`src/include/acb_defines.vh`:
```
// constants for the accumulator, compare and branch unit
`ifndef ACB_DEFINES_VH
`define ACB_DEFINES_VH

// datapath widths
`define ACB_DATA_W 32
`define ACB_BYTE_W 8

// instruction numbers
`define ACB_OP_ARITH 8'h13
`define ACB_OP_COMPARE 8'h14
`define ACB_OP_BRANCH 8'h15

// arithmetic operation codes
`define ACB_ARITH_ADD 8'h00
`define ACB_ARITH_SUB 8'h01
`define ACB_ARITH_MUL 8'h02
`define ACB_ARITH_DIV 8'h03
`define ACB_ARITH_MOD 8'h04
`define ACB_ARITH_AND 8'h05
`define ACB_ARITH_OR 8'h06
`define ACB_ARITH_XOR 8'h07
`define ACB_ARITH_NOT 8'h08
`define ACB_ARITH_LOAD 8'h09

// branch condition codes
`define ACB_COND_NULL_RESULT 8'h00
`define ACB_COND_NONNULL_RESULT 8'h01
`define ACB_COND_SAME_VALUE 8'h02
`define ACB_COND_DIFFERS_VALUE 8'h03
`define ACB_COND_GREATER_THAN 8'h04
`define ACB_COND_GREATER_OR_SAME 8'h05
`define ACB_COND_LESS_THAN 8'h06
`define ACB_COND_BELOW_OR_SAME 8'h07
`define ACB_COND_TIMEOUT 8'h08
`define ACB_COND_ALARM 8'h09
`define ACB_COND_DEVIATION 8'h0a
`define ACB_COND_POSITION 8'h0b

// reply status codes
`define ACB_STATUS_OK 8'h64
`define ACB_STATUS_BAD_CMD 8'h02

// reset values
`define ACB_ACC_RST 32'h00000000
`define ACB_PC_RST 32'h00000000

// divider iteration count
`define ACB_DIV_STEPS 6'h20

`endif

```
`src/design/acb_cond_eval.v`:
```
// branch condition evaluation from status flags
`include "acb_defines.vh"

module acb_cond_eval (
  // condition select
  input wire [7:0] cond_code,
  // comparison flags
  input wire null_result,
  input wire same_value,
  input wire greater_than,
  input wire less_than,
  // error flags
  input wire timeout_error_flag,
  input wire alarm_input_flag,
  input wire deviation_error_flag,
  input wire position_error_flag,
  // decision
  output reg take_branch
);

  always @* begin
    case (cond_code)
      `ACB_COND_NULL_RESULT: take_branch = null_result;
      `ACB_COND_NONNULL_RESULT: take_branch = !null_result;
      `ACB_COND_SAME_VALUE: take_branch = same_value;
      `ACB_COND_DIFFERS_VALUE: take_branch = !same_value;
      `ACB_COND_GREATER_THAN: take_branch = greater_than;
      `ACB_COND_GREATER_OR_SAME: take_branch = greater_than | same_value;
      `ACB_COND_LESS_THAN: take_branch = less_than;
      `ACB_COND_BELOW_OR_SAME: take_branch = less_than | same_value;
      `ACB_COND_TIMEOUT: take_branch = timeout_error_flag;
      `ACB_COND_ALARM: take_branch = alarm_input_flag;
      `ACB_COND_DEVIATION: take_branch = deviation_error_flag;
      `ACB_COND_POSITION: take_branch = position_error_flag;
      // unknown codes never branch
      default: take_branch = 1'b0;
    endcase
  end

endmodule // acb_cond_eval

```
`src/design/acb_divider.v`:
```
// signed iterative divider, quotient truncated toward zero
`include "acb_defines.vh"

module acb_divider (
  // clock and reset
  input wire ref_clk,
  input wire rst,
  // request
  input wire start,
  input wire [31:0] dividend,
  input wire [31:0] divisor,
  // result
  output reg done_ff,
  output reg [31:0] quotient_ff,
  output reg [31:0] remainder_ff
);

  reg busy_ff;
  reg [5:0] cnt_ff;
  reg [31:0] rem_ff;
  reg [31:0] quo_ff;
  reg [31:0] div_ff;
  reg neg_q_ff;
  reg neg_r_ff;

  wire [32:0] shifted = {rem_ff, quo_ff[31]};
  wire [32:0] trial = shifted - {1'b0, div_ff};
  wire fits = ~trial[32];
  wire [31:0] nxt_rem = fits ? trial[31:0] : shifted[31:0];
  wire [31:0] nxt_quo = {quo_ff[30:0], fits};

  always @(posedge ref_clk) begin
    if (rst) begin
      busy_ff <= 1'b0;
      cnt_ff <= 6'h00;
      rem_ff <= 32'h00000000;
      quo_ff <= 32'h00000000;
      div_ff <= 32'h00000000;
      neg_q_ff <= 1'b0;
      neg_r_ff <= 1'b0;
      done_ff <= 1'b0;
      quotient_ff <= 32'h00000000;
      remainder_ff <= 32'h00000000;
    end else begin
      done_ff <= 1'b0;
      if (start && !busy_ff) begin
        // work on magnitudes, fix signs at the end
        busy_ff <= 1'b1;
        cnt_ff <= `ACB_DIV_STEPS;
        rem_ff <= 32'h00000000;
        quo_ff <= dividend[31] ? (32'h00000000 - dividend) : dividend;
        div_ff <= divisor[31] ? (32'h00000000 - divisor) : divisor;
        neg_q_ff <= dividend[31] ^ divisor[31];
        neg_r_ff <= dividend[31];
      end else if (busy_ff) begin
        rem_ff <= nxt_rem;
        quo_ff <= nxt_quo;
        cnt_ff <= cnt_ff - 6'h01;
        if (cnt_ff == 6'h01) begin
          busy_ff <= 1'b0;
          done_ff <= 1'b1;
          quotient_ff <= neg_q_ff ? (32'h00000000 - nxt_quo) : nxt_quo;
          // remainder follows the sign of the dividend
          remainder_ff <= neg_r_ff ? (32'h00000000 - nxt_rem) : nxt_rem;
        end
      end
    end
  end

endmodule // acb_divider

```
`src/design/acb_unit.v`:
```
// accumulator, compare and conditional branch unit
`include "acb_defines.vh"

module acb_unit (
  // clock and reset
  input wire ref_clk,
  input wire rst,
  // command in
  input wire cmd_valid,
  output wire cmd_ready,
  input wire cmd_direct,
  input wire [7:0] cmd_opcode,
  input wire [7:0] cmd_type,
  input wire [7:0] cmd_bank,
  input wire [7:0] cmd_value_b3,
  input wire [7:0] cmd_value_b2,
  input wire [7:0] cmd_value_b1,
  input wire [7:0] cmd_value_b0,
  // reply out
  output reg rsp_valid_ff,
  output reg [7:0] rsp_status_ff,
  output reg [7:0] rsp_opcode_ff,
  output reg [31:0] rsp_value_ff,
  // accumulator load from other instructions
  input wire acc_load_valid,
  input wire [31:0] acc_load_data,
  // program counter and accumulator
  input wire pc_load_valid,
  input wire [31:0] pc_load_data,
  output reg [31:0] pc_ff,
  output reg [31:0] acc_ff,
  // error events and levels
  input wire wait_timeout,
  input wire error_clear,
  input wire alarm_in,
  input wire deviation_error,
  input wire position_error,
  // flag view
  output reg null_result_ff,
  output reg same_value_ff,
  output reg greater_than_ff,
  output reg less_than_ff,
  output reg timeout_error_flag_ff,
  output wire alarm_input_flag
);

  localparam ST_IDLE = 1'b0;
  localparam ST_DIV = 1'b1;

  reg state_ff;
  reg nxt_state;
  reg alarm_meta_ff;
  reg alarm_sync_ff;
  reg div_mod_ff;
  reg div_direct_ff;
  reg [31:0] div_operand_ff;

  // the two types that hand the work to the iterative divider
  function is_div_type;
    input [7:0] ty;
    begin
      is_div_type = (ty == `ACB_ARITH_DIV) || (ty == `ACB_ARITH_MOD);
    end
  endfunction

  // stored steps move the pc; a pc load in the same cycle wins
  function pc_step_ok;
    input direct;
    input load;
    begin
      pc_step_ok = !direct && !load;
    end
  endfunction

  // compare flags as null, same, greater, less on signed values
  function [3:0] cmp_flags;
    input [31:0] a;
    input [31:0] b;
    reg [31:0] d;
    begin
      d = a - b;
      cmp_flags = {(d == 32'h00000000), (a == b), ($signed(a) > $signed(b)), ($signed(a) < $signed(b))};
    end
  endfunction

  // frame bytes arrive most significant first
  wire [7:0] value_byte [0:3];
  wire [31:0] operand;
  genvar gi;

  assign value_byte[3] = cmd_value_b3;
  assign value_byte[2] = cmd_value_b2;
  assign value_byte[1] = cmd_value_b1;
  assign value_byte[0] = cmd_value_b0;

  generate
    for (gi = 0; gi < 4; gi = gi + 1) begin : g_operand
      assign operand[gi*8 +: 8] = value_byte[gi];
    end
  endgenerate

  // bank byte deliberately unused by all three instructions
  wire take = cmd_valid && cmd_ready;
  wire is_arith = (cmd_opcode == `ACB_OP_ARITH);
  wire is_compare = (cmd_opcode == `ACB_OP_COMPARE);
  wire is_branch = (cmd_opcode == `ACB_OP_BRANCH);
  wire div_kind = is_div_type(cmd_type);
  wire [3:0] cmp_now = cmp_flags(acc_ff, operand);
  // divide by zero leaves the accumulator alone instead of stalling
  wire div_start = take && is_arith && div_kind && (operand != 32'h00000000);
  wire div_done;
  wire [31:0] div_quotient;
  wire [31:0] div_remainder;
  wire branch_true;

  // signed low word of the product; wraps like the accumulator does
  wire [63:0] product = $signed(acc_ff) * $signed(operand);
  wire [31:0] diff = acc_ff - operand;

  assign cmd_ready = (state_ff == ST_IDLE);
  assign alarm_input_flag = alarm_sync_ff;

  acb_divider u_div (
    .ref_clk(ref_clk),
    .rst(rst),
    .start(div_start),
    .dividend(acc_ff),
    .divisor(operand),
    .done_ff(div_done),
    .quotient_ff(div_quotient),
    .remainder_ff(div_remainder)
  );

  acb_cond_eval u_cond (
    .cond_code(cmd_type),
    .null_result(null_result_ff),
    .same_value(same_value_ff),
    .greater_than(greater_than_ff),
    .less_than(less_than_ff),
    .timeout_error_flag(timeout_error_flag_ff),
    .alarm_input_flag(alarm_sync_ff),
    .deviation_error_flag(deviation_error),
    .position_error_flag(position_error),
    .take_branch(branch_true)
  );

  // arithmetic result for single-cycle operations
  reg [31:0] nxt_acc_arith;
  reg arith_known;

  always @* begin
    nxt_acc_arith = acc_ff;
    arith_known = 1'b1;
    case (cmd_type)
      `ACB_ARITH_ADD: nxt_acc_arith = acc_ff + operand;
      `ACB_ARITH_SUB: nxt_acc_arith = diff;
      `ACB_ARITH_MUL: nxt_acc_arith = product[31:0];
      `ACB_ARITH_DIV: nxt_acc_arith = acc_ff;
      `ACB_ARITH_MOD: nxt_acc_arith = acc_ff;
      `ACB_ARITH_AND: nxt_acc_arith = acc_ff & operand;
      `ACB_ARITH_OR: nxt_acc_arith = acc_ff | operand;
      `ACB_ARITH_XOR: nxt_acc_arith = acc_ff ^ operand;
      `ACB_ARITH_NOT: nxt_acc_arith = ~acc_ff;
      `ACB_ARITH_LOAD: nxt_acc_arith = operand;
      default: begin
        nxt_acc_arith = acc_ff;
        arith_known = 1'b0;
      end
    endcase
  end

  always @* begin
    nxt_state = state_ff;
    case (state_ff)
      ST_IDLE: begin
        if (div_start) begin
          nxt_state = ST_DIV;
        end
      end
      ST_DIV: begin
        if (div_done) begin
          nxt_state = ST_IDLE;
        end
      end
      default: nxt_state = ST_IDLE;
    endcase
  end

  // external alarm pin crosses into the clock domain
  always @(posedge ref_clk) begin
    if (rst) begin
      alarm_meta_ff <= 1'b0;
      alarm_sync_ff <= 1'b0;
    end else begin
      alarm_meta_ff <= alarm_in;
      alarm_sync_ff <= alarm_meta_ff;
    end
  end

  // set wins over clear so a timeout in the clear cycle survives
  always @(posedge ref_clk) begin
    if (rst) begin
      timeout_error_flag_ff <= 1'b0;
    end else if (wait_timeout) begin
      timeout_error_flag_ff <= 1'b1;
    end else if (error_clear) begin
      timeout_error_flag_ff <= 1'b0;
    end
  end

  always @(posedge ref_clk) begin
    if (rst) begin
      state_ff <= ST_IDLE;
      acc_ff <= `ACB_ACC_RST;
      pc_ff <= `ACB_PC_RST;
      null_result_ff <= 1'b0;
      same_value_ff <= 1'b0;
      greater_than_ff <= 1'b0;
      less_than_ff <= 1'b0;
      div_mod_ff <= 1'b0;
      div_direct_ff <= 1'b0;
      div_operand_ff <= 32'h00000000;
      rsp_valid_ff <= 1'b0;
      rsp_status_ff <= 8'h00;
      rsp_opcode_ff <= 8'h00;
      rsp_value_ff <= 32'h00000000;
    end else begin
      state_ff <= nxt_state;
      rsp_valid_ff <= 1'b0;
      if (pc_load_valid) begin
        pc_ff <= pc_load_data;
      end
      if (state_ff == ST_DIV) begin
        if (div_done) begin
          acc_ff <= div_mod_ff ? div_remainder : div_quotient;
          rsp_valid_ff <= 1'b1;
          rsp_status_ff <= `ACB_STATUS_OK;
          rsp_opcode_ff <= `ACB_OP_ARITH;
          rsp_value_ff <= div_operand_ff;
          if (pc_step_ok(div_direct_ff, pc_load_valid)) begin
            pc_ff <= pc_ff + 32'h00000001;
          end
        end
      end else if (take) begin
        rsp_valid_ff <= 1'b1;
        rsp_opcode_ff <= cmd_opcode;
        rsp_value_ff <= operand;
        rsp_status_ff <= `ACB_STATUS_OK;
        if (is_arith) begin
          if (div_start) begin
            // reply and pc step wait for the divider
            rsp_valid_ff <= 1'b0;
            div_mod_ff <= (cmd_type == `ACB_ARITH_MOD);
            div_direct_ff <= cmd_direct;
            div_operand_ff <= operand;
          end else begin
            acc_ff <= nxt_acc_arith;
            if (!arith_known) begin
              rsp_status_ff <= `ACB_STATUS_BAD_CMD;
            end
            if (pc_step_ok(cmd_direct, pc_load_valid)) begin
              pc_ff <= pc_ff + 32'h00000001;
            end
          end
        end else if (is_compare) begin
          null_result_ff <= cmp_now[3];
          same_value_ff <= cmp_now[2];
          greater_than_ff <= cmp_now[1];
          less_than_ff <= cmp_now[0];
          if (pc_step_ok(cmd_direct, pc_load_valid)) begin
            pc_ff <= pc_ff + 32'h00000001;
          end
        end else if (is_branch) begin
          // pc only moves for stored-program jumps, direct ones just reply
          if (pc_step_ok(cmd_direct, pc_load_valid)) begin
            if (branch_true) begin
              pc_ff <= operand;
            end else begin
              pc_ff <= pc_ff + 32'h00000001;
            end
          end
        end else begin
          rsp_status_ff <= `ACB_STATUS_BAD_CMD;
        end
      end else if (acc_load_valid) begin
        acc_ff <= acc_load_data;
      end
    end
  end

endmodule // acb_unit

```
`config.mk`:
```
export PLATFORM = sky130hd
export DESIGN_NAME = acb_unit
export DESIGN_NICKNAME = d
export VERILOG_FILES = /design/src/design/acb_cond_eval.v /design/src/design/acb_divider.v /design/src/design/acb_unit.v
export VERILOG_INCLUDE_DIRS = /design/src /design/src/include
export SDC_FILE = /design/constraint.sdc
export NUM_CORES = 2
export LEC_CHECK = 0
export CAP_MARGIN = 20
export CORE_UTILIZATION = 40
export CTS_CLUSTER_SIZE = 14
export DETAILED_ROUTE_END_ITERATION = 16
export DONT_BUFFER_PORTS = 1
export HOLD_SLACK_MARGIN = 0.02
export SLEW_MARGIN = 40
export SYNTH_ARGS = -nofsm -noshare
export SYNTH_HDL_FRONTEND = slang
export SYNTH_SLANG_ARGS = --single-unit
```
`constraint.sdc`:
```
create_clock -name ref_clk -period 18.3 [get_ports ref_clk]
set_input_delay 1.83 -clock ref_clk [delete_from_list [all_inputs] [get_ports ref_clk]]
set_output_delay 1.83 -clock ref_clk [all_outputs]
set_load 0.01 [all_outputs]
```
==> metrics.sh <==
BUFFER_PORTS.INSERTED=0
IOS=251
SYNTH-WARNING-COUNT=0
POST_CTS_HOLD_BUFFERS=0
CRITPATHCAPTURETYPE='flip-flop'
POST-PLACE-CELLS=6430
POSTLAYOUTSETUPSLACKWORST_NS=8.78
YS_FLOP_TYPE='sky130_fd_sc_hd__dfxtp_1'
SEQUENTIALPOWERSHARE=0.147
INTPOWER_mW=2.58
LARGEST_NET_DEGREE_AT_THE_START_OF_GLOBAL_ROUTING=286
POWER.COMBINATIONAL.FRACTION=0.686
SWITCHING_SHARE=0.490
SETUP_VIOLATION_TOTAL_IN_THE_FINAL_TIMING_REPORT=0
FINAL-HOLD-VIOLATION-COUNT=0
TRITONCTS.NUM_BUFFERS=40
SYN_AREA_PER_CELL_SQ_UM=7.70
SETUP.WORST_PATH.START_CLASS='primary input'
REQUIRED_NS=18.82
SYNTH.DISTINCT_CELLS=85
DIEHEIGHT_UM=322
CRIT_ARRIVAL_NS=10.04
INSTANCES_NO_FILL=6515
GRT_UTIL_ALL_LAYERS=0.321
POWER.DENSITY_CELL_AREA_mW_PER_MM2=116
INITIAL_ANTENNA_VIOLATION_COUNT=21
CTS-HTREE-LEVELS=2
CLKTRANSATPATHREGS_NS=0.08
PLACE_CONGESTION=1.01
PLACED_CELL_AREA_SQ_MM=0.0422
WL_MM=170
GRT_SETUP_UNREPAIRED='false'
GLOBAL_ROUTE_WIRE_LENGTH_BEFORE_REPAIR_MM=248
ASYNCSETRESETFLOPFRACSYNTH=0
DRC_ERRORS=0
ROOT_BUFFER_CELL='sky130_fd_sc_hd__clkbuf_16'
SYNTH_EDF_COUNT=0
HP-START='alarm_meta_ff$_SDFF_PP0_'
TOTAL_LEAKAGE_POWER_nW=18.3
FINAL.SETUP_SKEW_NS=0.0371
SYN_AREA_SQ_MM=0.0410
TIGHTEST_SLEW_NS=0.929
SYNTH_SEQ_CELLS=319
TIMING.RR.START='acc_ff[16]$_SDFFE_PP0P_'
CLOCKBUFFERDEPTH=3
DETAIL_ROUTE.ITER0.VIOLATIONS=4496
ROWS=117
VIAS_IN_THE_FIRST_GLOBAL_ROUTE=37200
CTS_REPAIR_RESIZE_COUNT=0
DETAILED_PLACE_HPWL_MM=123
CTS_TREE='built'
PATH_CLASS='primary input to flip-flop'
SYNTH_SEQUENTIAL_AREA_RATIO=0.156
DETAILROUTE.VIA_COUNT=39300
WORST-PATH-MAX-FANOUT=22
POST_CTS.REPAIR.SETUP_BUFFERS=0
MIN_PERIOD_OVER_PERIOD=0.520
PRE_CTS_SLACK_NS=8.31
CLOCKPOWERSHARE=0.168
MAXCAPVIOLATIONS=0
CLKLATENCYLATEPIN_NS=0.61
HOLDCRITPATHCLASS='flip-flop to flip-flop'
DETAIL_ROUTE.VIAS_PER_CELL=6.03
FINALMAXSLEWVIOLATIONS=0
FP.DIEW_UM=322
FINAL_DESIGN_AREA_NO_FILL_SQ_MM=0.0436
CORE_AREA_SQ_MM=0.102
PEAKVDDDROP_mV=0.233
PROPORTION_OF_LAYOUT_CELLS_WITH_A_DRIVE_SUFFIX_ABOVE_1=0.0510
RUN_STATUS='finished, final reports clean'
FLOORPLAN.DIE_AREA_SQ_MM=0.104
CLOCK-SINKS=319
FIN_CRIT_NS=9.52
FMAX_MHz=105
TIMING.MAX_SLEW.REL_SLACK=0.380
FIRSTDRTPASSITERS=6
FIN_TNS_SETUP_NS=0
ANTENNA_LEFT=0
STARTING_UTILIZATION_OF_THE_CORE_AREA=0.403
OVERFLOW=0
AREA.GROWTH.SYNTH_TO_FINAL_PCT=6.25
WORST_SETUP_PATH_STARTPOINT='cmd_value_b0[0]'
WL_PER_CELL_UM=26.0
SYN_INST=5327
SWITCHING_POWER_mW=2.47
NNETSFINAL=5932
## state kept, by name (all words and copies together), names as in the netlist, 8 cells and up
| name | count |
|---|---|
| u_div.quo_ff | 32 |
| u_div.remainder_ff | 32 |
| div_operand_ff | 32 |
| pc_ff | 32 |
| rsp_value_ff | 32 |
| u_div.quotient_ff | 32 |
| acc_ff | 32 |
| u_div.div_ff | 32 |
| u_div.rem_ff | 32 |
| rsp_opcode_ff | 8 |
## power by group through the flow
| stage | combinational (mW) | sequential, mW | clock [mW] |
|---|---|---|---|
| global route | 3.82 | 0.741 | 0.882 |
| finish | 3.46 | 0.740 | 0.846 |
| detailed placement | 3.36 | 0.755 | 0 |
| CTS | 3.39 | 0.739 | 0.854 |
| floorplan | 2.43 | 0.753 | 0 |
| global placement | 3.29 | 0.755 | 0 |
## layer usage
layer  track usage  wire, um  vias to the layer above
met4         0.169     10300                       14
met5             0        91                        -
met3        0.0848     19000                      515
met2         0.480     72100                     2102
met1         0.423     68100                    19200
li1              -         -                    17500
## path summary, 6_finish.rpt
kind,slack (ns),end,depth (start not counted)
setup reg to reg,9.77,acc_ff[30]$_SDFFE_PP0P_,29
hold reg to reg,0.45,alarm_input_flag$_SDFF_PP0_,1
setup / recovery,8.78,acc_ff[30]$_SDFFE_PP0P_,28
hold / removal,0.45,alarm_input_flag$_SDFF_PP0_,1
## cell usage after synthesis (86+ instances only)
master / instances / area [sq um]
sky130_fd_sc_hd__a211oi_1: 231 / 1730
sky130_fd_sc_hd__a21oi_1: 348 / 1740
sky130_fd_sc_hd__clkbuf_1: 307 / 1150
sky130_fd_sc_hd__dfxtp_1: 319 / 6390
sky130_fd_sc_hd__fa_1: 411 / 8230
sky130_fd_sc_hd__ha_1: 285 / 3570
sky130_fd_sc_hd__inv_1: 567 / 2130
sky130_fd_sc_hd__mux2i_1: 113 / 1130
sky130_fd_sc_hd__nand2_1: 510 / 1910
sky130_fd_sc_hd__nor2_1: 797 / 2990
sky130_fd_sc_hd__nor3_1: 87 / 435
sky130_fd_sc_hd__o21ai_0: 245 / 1230
sky130_fd_sc_hd__xnor2_1: 193 / 1690
sky130_fd_sc_hd__xor2_1: 86 / 753
## layout by cell type (no fill, tap or decap), types with 32 or more instances in the layout
cell type                   count
sky130_fd_sc_hd__xor2_1        86
sky130_fd_sc_hd__inv_1        565
sky130_fd_sc_hd__xnor2_1      193
sky130_fd_sc_hd__buf_4         98
sky130_fd_sc_hd__clkbuf_16     40
sky130_fd_sc_hd__a21o_1        32
sky130_fd_sc_hd__a211oi_1     231
sky130_fd_sc_hd__a221oi_1      42
sky130_fd_sc_hd__mux2i_1      113
sky130_fd_sc_hd__fa_1         411
sky130_fd_sc_hd__nand2_1      508
sky130_fd_sc_hd__nor3_1        84
sky130_fd_sc_hd__o21ai_0      243
sky130_fd_sc_hd__nand3_1       57
sky130_fd_sc_hd__nand2b_1      39
sky130_fd_sc_hd__and3_1        34
sky130_fd_sc_hd__ha_1         285
sky130_fd_sc_hd__a21oi_1      348
sky130_fd_sc_hd__nor2_1       793
sky130_fd_sc_hd__dfxtp_1      315
## final cells by class
class,count,area [sq um]
Fill cell,10400,58200
Multi-Input combinational cell,4055,31100
Sequential cell,319,6400
Inverter,588,2210
Tap cell,1368,1710
Clock buffer,45,1030
Timing Repair Buffer,101,772
Clock inverter,29,310
Antenna cell,10,25.0
## worst max-delay path, cell delays in order
cell and delay, ns:
sky130_fd_sc_hd__inv_1 0.49, sky130_fd_sc_hd__buf_4 0.46, sky130_fd_sc_hd__nor2_1 0.11, sky130_fd_sc_hd__ha_1 0.33, sky130_fd_sc_hd__fa_1 0.58, sky130_fd_sc_hd__inv_1 0.07, sky130_fd_sc_hd__fa_1 0.50, sky130_fd_sc_hd__fa_1 0.55
sky130_fd_sc_hd__inv_1 0.05, sky130_fd_sc_hd__fa_1 0.50, sky130_fd_sc_hd__inv_1 0.05, sky130_fd_sc_hd__fa_1 0.53, sky130_fd_sc_hd__inv_1 0.05, sky130_fd_sc_hd__fa_1 0.49, sky130_fd_sc_hd__fa_1 0.44, sky130_fd_sc_hd__ha_1 0.35
sky130_fd_sc_hd__a21o_1 0.18, sky130_fd_sc_hd__a21o_1 0.17, sky130_fd_sc_hd__a21o_1 0.17, sky130_fd_sc_hd__a21oi_1 0.33, sky130_fd_sc_hd__nor2_1 0.10, sky130_fd_sc_hd__a21oi_1 0.18, sky130_fd_sc_hd__o31ai_1 0.15, sky130_fd_sc_hd__o41ai_2 0.52
sky130_fd_sc_hd__o21ai_0 0.24, sky130_fd_sc_hd__xor2_1 0.25, sky130_fd_sc_hd__nand2_1 0.08, sky130_fd_sc_hd__a221oi_1 0.27
## through the flow
step	hold WS [ns]	power [mW]	util
after global routing	0.470	5.44	0.428
after CTS	0.449	4.98	0.428
after detailed placement	0.427	4.11	0.415
after global placement	0.421	4.05	0.414
final	0.448	5.05	0.428
after floorplan	0.414	3.19	-
## cell families (layout without fill, tap and decap cells)
group	Yosys count	in the layout	synth area share
DFF	319	319	0.156
other	1	14	0.0000914
buffers and inverters	956	763	0.0881
adders and majority gates	696	696	0.288
AOI/OAI and AO/OA	1219	1219	0.193
and+or+nand+nor	1713	1713	0.180
muxes	144	144	0.0361
xor gates and xnor gates	279	279	0.0596
(Power assumes the default switching activity.)
